## src/rtl/host_port_pkg.sv

```systemverilog
package host_port_pkg;

    // ==========================================================
    // Widths
    // ==========================================================
    localparam int DATA_W  = 16;     // Processor data bus width
    localparam int ADDR_W  = 12;     // Processor address width
    localparam int IRQ_W   = 8;      // Internal interrupt sources

    // ==========================================================
    // Reset values
    // ==========================================================
    localparam logic [DATA_W-1:0] DATA_RST = 16'h0000;
    localparam logic [ADDR_W-1:0] ADDR_RST = 12'h000;
    localparam logic [1:0]        SYNC_RST = 2'h0;
    localparam logic [2:0]        PIPE_RST = 3'h0;
    // Pin pipeline taps compared for a settled change
    localparam int TAP_MID  = 1;
    localparam int TAP_LAST = 2;

    // ==========================================================
    // Handshake styles
    // ==========================================================
    typedef enum logic {
        STYLE_DIR    = 1'b0,         // Direction line plus tied enable
        STYLE_STROBE = 1'b1          // Separate active-low strobes
    } style_t;

    // ==========================================================
    // Access kinds seen on the pins
    // ==========================================================
    typedef enum logic [2:0] {
        ACC_IDLE  = 3'b001,
        ACC_READ  = 3'b010,
        ACC_WRITE = 3'b100
    } acc_t;

    // Request carried to the internal register side
    typedef struct packed {
        logic              wr_stb;   // One-cycle write pulse
        logic              rd_act;   // Read in progress
        logic [ADDR_W-1:0] addr;     // Target location
        logic [DATA_W-1:0] wdata;    // Write data
    } host_req_t;

    // Control pin group, all after synchronising
    typedef struct packed {
        logic cs_n;
        logic rw_wr_n;               // Direction or write strobe
        logic oe_rd_n;               // Output enable or read strobe
    } ctl_pins_t;

endpackage : host_port_pkg

```

## src/rtl/pin_sync.sv

```systemverilog
// ==============================================================
// Three-stage pin synchroniser with settle check
// ==============================================================
module pin_sync #(
    parameter int W = 1              // Number of pins
) (
    input  wire logic         i_core_clk,
    input  wire logic         i_rst,
    input  wire logic [W-1:0] i_pin,  // Raw asynchronous pins
    output logic      [W-1:0] o_sync  // Settled level per pin
);

    logic [W-1:0] s1_ff, s2_ff, s3_ff, out_ff;
    logic [W-1:0] nxt_out;

    // Accept a change only when stages two and three agree
    always_comb begin
        for (int i = 0; i < W; i++) begin
            nxt_out[i] = (s2_ff[i] == s3_ff[i]) ? s3_ff[i] : out_ff[i];
        end
    end

    // Stage one feeds only stage two
    always_ff @(posedge i_core_clk or posedge i_rst) begin
        if (i_rst) begin
            s1_ff  <= '1;
            s2_ff  <= '1;
            s3_ff  <= '1;
            out_ff <= '1;
        end else begin
            s1_ff  <= i_pin;
            s2_ff  <= s1_ff;
            s3_ff  <= s2_ff;
            out_ff <= nxt_out;
        end
    end

    assign o_sync = out_ff;

endmodule : pin_sync

```

## src/rtl/host_bus_port.sv

```systemverilog
// What this block does
// 16-bit data bus, both directions
// Processor gives 12-bit address
// Direction style: low writes, high reads
// Strobe style: low write strobe captures
// Strobe style: low read strobe returns data
// Direction style keeps output enable grounded
// Ignore bus while chip select high
// Interrupt pin low while any pending
// Drive data only during selected read
module host_bus_port #(
    parameter int IRQ_N = host_port_pkg::IRQ_W  // Interrupt sources
) (
    input  wire logic                              i_core_clk,
    input  wire logic                              i_rst,
    input  wire logic                              i_style,
    input  wire logic                              i_cs_n,
    input  wire logic                              i_rw_wr_n,
    input  wire logic                              i_oe_rd_n,
    input  wire logic [host_port_pkg::ADDR_W-1:0]  i_addr,
    input  wire logic [host_port_pkg::DATA_W-1:0]  i_data,
    input  wire logic [host_port_pkg::DATA_W-1:0]  i_rdata,
    input  wire logic [IRQ_N-1:0]                  i_irq_src,
    output logic      [host_port_pkg::DATA_W-1:0]  o_data,
    output logic                                   o_data_oe,
    output logic                                   o_irq_n,
    output logic                                   o_irq_oe,
    output logic                                   o_wr_stb,
    output logic                                   o_rd_act,
    output logic      [host_port_pkg::ADDR_W-1:0]  o_addr,
    output logic      [host_port_pkg::DATA_W-1:0]  o_wdata
);

    // ==========================================================
    // Pin synchronisers
    // ==========================================================
    localparam int CW = 3;            // Control pins
    localparam int AW = host_port_pkg::ADDR_W;
    localparam int DW = host_port_pkg::DATA_W;
    // Latency, counted in core clock edges from a pin change:
    //   edges one to three shift the pin through the stages,
    //   edge four moves the settled level to the output flop,
    //   edge five registers the decoded access onto the outputs.
    // So a write pulse or bus enable follows its pins by five edges,
    // and the bus is still driven for five edges after a read ends.
    // The processor must hold each access well beyond that, and
    // leave a gap of two cycles or more between writes.
    // A bit that settles a cycle later than chip select can be
    // caught stale, so address and data must not trail the controls.
    // Trade-off: this costs latency but needs no processor clock.

    logic [CW-1:0]           ctl_sync;        // Settled controls
    host_port_pkg::ctl_pins_t ctl;            // Named control group
    logic [AW-1:0]           addr_sync;       // Settled address
    logic [DW-1:0]           data_sync;       // Settled write data
    logic                    style_sync;      // Settled style strap

    // Controls settle through three stages before use
    pin_sync #(.W(CW)) u_ctl_sync (
        .i_core_clk (i_core_clk),
        .i_rst      (i_rst),
        .i_pin      ({i_cs_n, i_rw_wr_n, i_oe_rd_n}),
        .o_sync     (ctl_sync)
    );

    // Address lines follow the same path so they align with controls
    pin_sync #(.W(AW)) u_addr_sync (
        .i_core_clk (i_core_clk),
        .i_rst      (i_rst),
        .i_pin      (i_addr),
        .o_sync     (addr_sync)
    );

    // Write data, also aligned with the controls
    pin_sync #(.W(DW)) u_data_sync (
        .i_core_clk (i_core_clk),
        .i_rst      (i_rst),
        .i_pin      (i_data),
        .o_sync     (data_sync)
    );

    // Style strap is a pin too, so it takes the same three stages.
    // Its reset level reads as strobe style until the strap settles,
    // which is harmless because chip select also resets to idle.
    pin_sync #(.W(1)) u_style_sync (
        .i_core_clk (i_core_clk),
        .i_rst      (i_rst),
        .i_pin      (i_style),
        .o_sync     (style_sync)
    );

    assign ctl = ctl_sync;

    // ==========================================================
    // Access decode
    // ==========================================================
    // Classify the pin state into one access kind
    function automatic host_port_pkg::acc_t decode_acc(
        input logic                  style,
        input host_port_pkg::ctl_pins_t c
    );
        host_port_pkg::acc_t a;
        a = host_port_pkg::ACC_IDLE;
        // chip select gate
        if (!c.cs_n) begin
            if (style == host_port_pkg::STYLE_DIR) begin
                // direction line sense
                // enable grounded, so treated as don't care
                a = c.rw_wr_n ? host_port_pkg::ACC_READ
                              : host_port_pkg::ACC_WRITE;
            end else begin
                // write strobe wins if both low
                if (!c.rw_wr_n) begin
                    a = host_port_pkg::ACC_WRITE;
                // read strobe
                end else if (!c.oe_rd_n) begin
                    a = host_port_pkg::ACC_READ;
                end
            end
        end
        return a;
    endfunction : decode_acc

    host_port_pkg::acc_t acc;        // Current access kind

    // Decode once per cycle from settled pins only
    assign acc = decode_acc(style_sync, ctl);

    // ==========================================================
    // Access state machine
    // ==========================================================
    // The state is only the decoded access of the last cycle; it
    // exists so that a held write produces one pulse, not many.
    host_port_pkg::acc_t st_ff, nxt_st;

    // Follow the pins; a write pulses once on entry
    always_comb begin
        nxt_st = acc;
    end

    always_ff @(posedge i_core_clk or posedge i_rst) begin
        if (i_rst) begin
            st_ff <= host_port_pkg::ACC_IDLE;
        end else begin
            st_ff <= nxt_st;
        end
    end

    // ==========================================================
    // Outputs to the pins and to the register side
    // ==========================================================
    host_port_pkg::host_req_t req_ff, nxt_req;
    logic [DW-1:0] dout_ff, nxt_dout;
    logic          doe_ff, nxt_doe;
    logic          irq_oe_ff, nxt_irq_oe;
    logic          irq_n_ff, nxt_irq_n;    // Pin level while driven

    // Compute next outputs from the decoded access
    always_comb begin
        nxt_req.addr   = req_ff.addr;
        nxt_req.wdata  = req_ff.wdata;
        nxt_req.wr_stb = 1'b0;
        nxt_req.rd_act = 1'b0;
        nxt_dout       = dout_ff;
        nxt_doe        = 1'b0;
        unique case (acc)
            host_port_pkg::ACC_WRITE: begin
                // capture once per write, on entry
                if (st_ff != host_port_pkg::ACC_WRITE) begin
                    nxt_req.wr_stb = 1'b1;
                    // address selects location
                    nxt_req.addr   = addr_sync;
                    // processor drives data in
                    nxt_req.wdata  = data_sync;
                end
            end
            host_port_pkg::ACC_READ: begin
                nxt_req.rd_act = 1'b1;
                nxt_req.addr   = addr_sync;
                // device drives data out
                nxt_dout       = i_rdata;
                // enable only while selected read
                nxt_doe        = 1'b1;
            end
            host_port_pkg::ACC_IDLE: begin
                nxt_doe = 1'b0;
            end
        endcase
        // any pending source pulls low
        nxt_irq_oe = |i_irq_src;
        // level low while pending
        nxt_irq_n  = ~(|i_irq_src);
    end

    // Register every output so pins see no glitches
    always_ff @(posedge i_core_clk or posedge i_rst) begin
        if (i_rst) begin
            req_ff    <= '0;
            dout_ff   <= host_port_pkg::DATA_RST;
            doe_ff    <= 1'b0;
            irq_oe_ff <= 1'b0;
            irq_n_ff  <= 1'b1;
        end else begin
            req_ff    <= nxt_req;
            dout_ff   <= nxt_dout;
            doe_ff    <= nxt_doe;
            irq_oe_ff <= nxt_irq_oe;
            irq_n_ff  <= nxt_irq_n;
        end
    end

    assign o_data    = dout_ff;
    assign o_data_oe = doe_ff;
    // Open drain: level is low whenever the enable is high, so the
    // pin only ever pulls low; the high level is never driven
    assign o_irq_n   = irq_n_ff;
    assign o_irq_oe  = irq_oe_ff;
    assign o_wr_stb  = req_ff.wr_stb;
    assign o_rd_act  = req_ff.rd_act;
    assign o_addr    = req_ff.addr;
    assign o_wdata   = req_ff.wdata;

endmodule : host_bus_port

```

## config.mk

```make
export PLATFORM = sky130hd
export DESIGN_NAME = host_bus_port
export DESIGN_NICKNAME = d
export VERILOG_FILES = /design/src/rtl/host_port_pkg.sv /design/src/rtl/pin_sync.sv /design/src/rtl/host_bus_port.sv
export SDC_FILE = /design/constraint.sdc
export NUM_CORES = 1
export LEC_CHECK = 0
export BUFFER_PORTS_ARGS = -buffer_cell sky130_fd_sc_hd__buf_2
export CAP_MARGIN = 20
export CORE_ASPECT_RATIO = 2
export CORE_UTILIZATION = 40
export DETAILED_ROUTE_END_ITERATION = 10
export PLACE_DENSITY = 0.7
export SETUP_SLACK_MARGIN = 0.1
export SYNTH_ARGS = -nofsm -noshare
export SYNTH_HDL_FRONTEND = slang
export SYNTH_HIERARCHICAL = 1
export SYNTH_SLANG_ARGS = --single-unit
```

## constraint.sdc

```tcl
create_clock -name i_core_clk -period 3.57 [get_ports i_core_clk]
set_clock_uncertainty 0.2 [all_clocks]
set_input_delay 0.1785 -clock i_core_clk [delete_from_list [all_inputs] [get_ports i_core_clk]]
set_output_delay 0.1785 -clock i_core_clk [all_outputs]
set_load 0.05 [all_outputs]
```

==> impl_metrics.toml, run 1 <==
[synth]
synth_edf_count = 0
yosysTopAreaCell = "dfstp_2"
synthArstFlopShare = 1.00
synthCells = 279
yosys_warnings = 6
synth_cell_types = 18
synth-main-ff-cell = "dfstp_2"
synth_most_common_cell = "dfstp_2"
synth_common_cells = "dfstp_2, dfrtp_1, mux2_2"
yosys-top-cells-area = "dfstp_2, dfrtp_1, mux2_2, maj3_2, mux2_4"
syn_nets = 337
avgSynthCellArea_um2 = 20.5
netlist_area_um2 = 5710
synth.top_cell.area_share = 0.598
synth_seq_area_share = 0.812
synth_seq_cells = 179

[sta]
min_period_ns = 2.14
rsz0062_at_grt = "false"
maxSlewViolCount = 0
finalSetupViolations = 0
period_share = 0.600
finalSetupTns_ns = 0
final-hold-violation-count = 0
fmax_mhz = 467
slew_headroom = 0.377
worst_pin_slew_ns = 0.933

[clock_network]
cts.htree.levels = 4
cts.path.max_buffers = 2
clkTransAtPathRegs_ns = 0.07
cts_tree = "built"
clock-sinks = 179
clkLatencyLatePin_ns = 0.41
cts_root_buffer = "clkbuf_16"
cts_buffers = 17

[cells_and_area]
syn_to_final_growth_pct = 33.8
n_antenna_cell = 0
instances_no_fill = 657
final_nets = 513
drive_above_1_share = 0.761

[floorplan]
initial_core_util = 0.411
coreArea_um2 = 13900
die_h_um = 171
die_width_um = 86.5
ioPinCount = 107
rows = 61
die_area_um2 = 14800

[power_and_ir_drop]
ir_drop_mv = 0.610
leakage_nw = 3.34
power_density_nw_per_um2 = 735
p_total_w = 0.00562

[setup_path]
crit_arrival_ns = 2.30
crit_required_ns = 3.72
reg2reg_from = "u_ctl_sync/o_sync[2]"
end_kind = "flop"
cp-startpoint = "i_irq_src[6]"
cp-start-kind = "primary input"
rrSetupSlack_ns = 1.51
critical_path_class = "primary input to flop"
path_max_fanout = 2

[grt]
grt_max_degree = 55
grt_pass1_wl_um = 15000
grt-ovfl-total = 0
grt_usage = 0.137
antenna_found_initial = 0
grt_pass1_vias = 3148

[routing]
drtIter0Drc = 65
routedWlPerCell_um = 13.8
routed_wl_um = 9060
drc = 0
first_pass_iters = 4
vias = 2843
final_antenna_net_count = 0
viasPerCell = 4.33

[placed_design]
port_buffers = 106
dp.cells = 572
place_hpwl_um = 5830
place_congestion = 0.653

[min_path]
min_from = "u_data_sync/s1_ff[5]"
worst_hold_path_type = "flop to flop"

[outcome]
outcome = "finished, final reports clean"

[flow_run]
cap_violations = 0
[placed cells by master, fill, tap and decap left out]
cell / instances
dfstp_2: 130
buf_2: 106
dlygate4sd3_1: 52
dfrtp_1: 49
mux2_2: 34
maj3_2: 32
clkbuf_16: 17
mux2_4: 10
inv_1: 6
inv_6: 4
bufinv_16: 4
inv_2: 3
clkinv_4: 3
nand2_1: 2
nand2_2: 2
nor4_1: 2
clkbuf_8: 2
buf_12: 2
and2b_1: 1
nor2_4: 1
or3b_4: 1
a31o_2: 1
a22oi_4: 1
clkinvlp_4: 1
clkinv_2: 1
buf_4: 1
[report_power, final]
part | switching, W | leakage (nW) | internal [W]
Sequential | 0.000129 | 1.94 | 0.00236
Clock | 0.000759 | 0.315 | 0.00122
Combinational | 0.000790 | 1.08 | 0.000364
Total | 0.00168 | 3.34 | 0.00394
[worst max-delay path, stage by stage]
cell and delay, ns:
dlygate4sd3_1 0.53, buf_2 0.12, nor4_1 0.16, dlygate4sd3_1 0.60
nand2_1 0.05, dlygate4sd3_1 0.58, inv_1 0.08
[cells by family after synthesis]
kind of cell	Yosys count	share of synthesized area
buf+inv	13	0.0151
mux	44	0.0933
fa+ha+maj	32	0.0631
compound gates	2	0.00526
flops	179	0.812
simple gates	9	0.0109
[timing repair]
item	in CTS	in global routing
endpoints found under the hold margin	88	0
hold buffers	52	0
gates resized for setup	0	0
setup buffers	0	0
[per-stage QoR]
step,utilization,hold WS [ns],setup WS [ns],cell area [um2]
floorplan,-,-0.0663,1.77,5710
global placement,0.463,0.0830,1.52,6440
detailed placement,0.465,0.0846,1.48,6460
CTS,0.549,0.149,1.47,7620
global route,0.550,0.148,1.34,7640
finish,0.550,0.149,1.43,7640
[final timing paths]
kind / end / cells after the start
hold / removal: u_data_sync/s2_ff[5] / 0
setup / recovery: o_irq_n / 7
min in group asynchronous: o_wdata[4] / 3
max in group asynchronous: u_addr_sync/s1_ff[8] / 3
setup reg to reg: o_addr[9] / 3
hold reg to reg: u_data_sync/s2_ff[5] / 0
[layout make-up]
type / count / area [um2]
Clock buffer: 19 / 453
Clock inverter: 13 / 194
Fill cell: 1162 / 6250
Inverter: 9 / 33.8
Multi-Input combinational cell: 87 / 986
Sequential cell: 179 / 4640
Tap cell: 189 / 236
Timing Repair Buffer: 161 / 1100
[registers in the layout, summed over array words and instances, names as in the netlist, 3 cells and up]
name and flops:
u_ctl_sync/s3_ff 3, u_data_sync/s2_ff 16, o_addr 12, u_addr_sync/s3_ff 12, u_addr_sync/s2_ff 12, o_wdata 16, u_ctl_sync/s1_ff 3, u_data_sync/o_sync 16
o_data 16, u_ctl_sync/s2_ff 3, u_addr_sync/s1_ff 12, u_data_sync/s1_ff 16, u_ctl_sync/o_sync 3, st_ff 3, u_addr_sync/o_sync 12, u_data_sync/s3_ff 16
[per-layer routing]
layer | global-route usage | vias up | share of wire
met5 | 0 | - | 0
met4 | 0.0841 | 0 | 0.032
met3 | 0.0391 | 21 | 0.031
met2 | 0.223 | 68 | 0.55
met1 | 0.158 | 1466 | 0.39
li1 | - | 1288 | -
(Power assumes the default switching activity.)
==> inputs of run 2 (changes only) <==
- ABC_AREA: not set -> 1
- clock period: 3.57 -> 2.2 ns (I/O delays scaled with it)
==> run 2 against run 1 <==
  * Area after synthesis grew 3.3%
  * Global-route usage grew 2.4 points
  * Sequential share of layout area shrank 0.69 points
  * Sequential power grew 64%
  * Combinational power grew 56%
  * Worst setup slack lost 1.2 ns
  * Final cell count grew 30%
  * Clock-buffer cell count shrank 1
  * Critical endpoint is now o_irq_oe
  * Critical path depth shrank 1
  * Register-to-register slack lost 1.1 ns
  * Non-clock buffer count grew 5
  * Power grew 55%
==> impl_metrics.toml, run 2 <==
[clock_network]
cts.path.max_buffers = 2
cts_root_buffer = "clkbuf_16"
cts_buffers = 17
clkLatencyLatePin_ns = 0.42
clkTransAtPathRegs_ns = 0.07
clock-sinks = 179
cts_tree = "built"
ctsResizeCount = 0
cts.htree.levels = 4

[sta]
rsz0062_at_grt = "false"
finalSetupViolations = 0
fmax_mhz = 512
finalSetupTns_ns = 0
fin_ws_ns = 0.248
final-hold-violation-count = 0
min_period_ns = 1.95
maxSlewViolCount = 0
slew_headroom = 0.497
period_share = 0.887
worst_pin_slew_ns = 0.753

[power_and_ir_drop]
leakage_nw = 3.76
power_density_nw_per_um2 = 1130
switching_power_w = 0.00296
pwr-share-comb = 0.205
swShare = 0.339
seqPwrFrac = 0.466
ir_drop_mv = 0.658
p_int_w = 0.00576
clkPwrFrac = 0.329

[setup_path]
crit_arrival_ns = 2.05
end_kind = "flop"
path_max_fanout = 2
cp-start-kind = "primary input"
critical_path_class = "primary input to flop"
crit_required_ns = 2.30
cp-startpoint = "i_irq_src[4]"
reg2reg_from = "u_ctl_sync/o_sync[1]"

[floorplan]
initial_core_util = 0.411
die_h_um = 174
die_area_um2 = 15300
die_width_um = 87.9
ioPinCount = 107
coreArea_um2 = 14400
rows = 62

[synth]
synth.top_cell.area_share = 0.579
synth_most_common_cell = "nand2_1"
synthCells = 473
synth_edf_count = 0
yosys-top-cells-area = "dfstp_2, dfrtp_1, nand2_1, a21oi_1, inv_1"
synth_seq_cells = 179
yosysTopAreaCell = "dfstp_2"
synth-main-ff-cell = "dfstp_2"
avgSynthCellArea_um2 = 12.5
syn_nets = 531
netlist_area_um2 = 5900
synthArstFlopShare = 1.00
synth_seq_area_share = 0.787
synth_common_cells = "nand2_1, dfstp_2, dfrtp_1"
yosys_warnings = 6
synth_cell_types = 16

[placed_design]
place_hpwl_um = 7420
place_ws_ns = 0.395
place_congestion = 0.724
port_buffers = 106
dp.cells = 769

[grt]
grt_pass1_wl_um = 18300
grt_max_degree = 65
grt_pass1_vias = 4011
antenna_found_initial = 0
grt_usage = 0.161
grt-ovfl-total = 0

[routing]
drtIter0Drc = 122
vias = 3748
viasPerCell = 4.39
drc = 0
routedWlPerCell_um = 13.0
routed_wl_um = 11100
final_antenna_net_count = 0
first_pass_iters = 4

[cells_and_area]
n_antenna_cell = 0
layout_commonest_cell = "nand2_1"
final_nets = 706
syn_to_final_growth_pct = 31.0
instances_no_fill = 853
drive_above_1_share = 0.439
fin_util = 0.539
fillCellCount = 1194
layout_common_cells = "nand2_1, dfstp_2, buf_2"

[flow_run]
cap_violations = 0

[outcome]
outcome = "finished, final reports clean"

[min_path]
worst_hold_path_type = "primary input to flop"
min_from = "i_data[13]"
-- run 2: repair_timing --
item                                    in CTS  in global routing
buffers inserted                             0                  0
hold endpoints to repair                    98                  0
hold buffers                                52                  0
endpoints found under the setup margin       0                  0
-- run 2: final timing paths --
| path | depth (start not counted) | slack (ns) | end |
|---|---|---|---|
| worst max register to register | 5 | 0.43 | o_addr[8] |
| max in group asynchronous | 4 | 0.92 | o_wdata[13] |
| worst min register to register | 0 | 0.15 | u_addr_sync/s2_ff[3] |
| worst max-delay path | 6 | 0.25 | o_irq_oe |
| min in group asynchronous | 3 | 0.19 | u_style_sync/s1_ff |
| worst min-delay path | 2 | 0.12 | u_data_sync/s1_ff[13] |
-- run 2: cell families after synthesis --
family | after synthesis | synth area share
AOI/OAI and AO/OA | 32 | 0.0271
buffers and inverters | 52 | 0.0428
DFF | 179 | 0.787
and+or+nand+nor | 210 | 0.143
-- run 2: cell type report --
cell class / count / area (um2) / share of cell area
Sequential cell: 179 / 4640 / 0.600
Inverter: 42 / 158 / 0.0204
Clock inverter: 14 / 145 / 0.0188
Clock buffer: 18 / 429 / 0.0555
Timing Repair Buffer: 166 / 1110 / 0.144
Tap cell: 192 / 240 / 0.0311
Multi-Input combinational cell: 242 / 1010 / 0.130
-- run 2: layer usage --
metal / vias up / wire length [um] / track usage
met4: 0 / 368 / 0.0820
met3: 22 / 436 / 0.0438
met5: - / 0 / 0
met2: 110 / 6290 / 0.298
met1: 1825 / 4000 / 0.155
li1: 1791 / - / -
-- run 2: metrics by stage --
step / hold slack (ns) / power [W] / cell area (um2)
final: 0.124 / 0.00872 / 7730
after global routing: 0.106 / 0.00909 / 7730
after CTS: 0.103 / 0.00882 / 7730
after detailed placement: 0.0161 / 0.00585 / 6640
after global placement: 0.0143 / 0.00579 / 6640
after floorplan: -0.135 / 0.00536 / 5900
-- run 2: power by group through the flow --
stage | registers (W) | logic, W | clock network [W]
global placement | 0.00409 | 0.00170 | 0
global route | 0.00412 | 0.00191 | 0.00306
detailed placement | 0.00412 | 0.00173 | 0
floorplan | 0.00491 | 0.000450 | 0
finish | 0.00407 | 0.00179 | 0.00286
CTS | 0.00407 | 0.00180 | 0.00294
-- run 2: worst max-delay path: stages --
cell           delay, ns
dlygate4sd3_1       0.54
buf_2               0.12
nor2_1              0.07
dlygate4sd3_1       0.55
nand4_1             0.08
dlygate4sd3_1       0.59
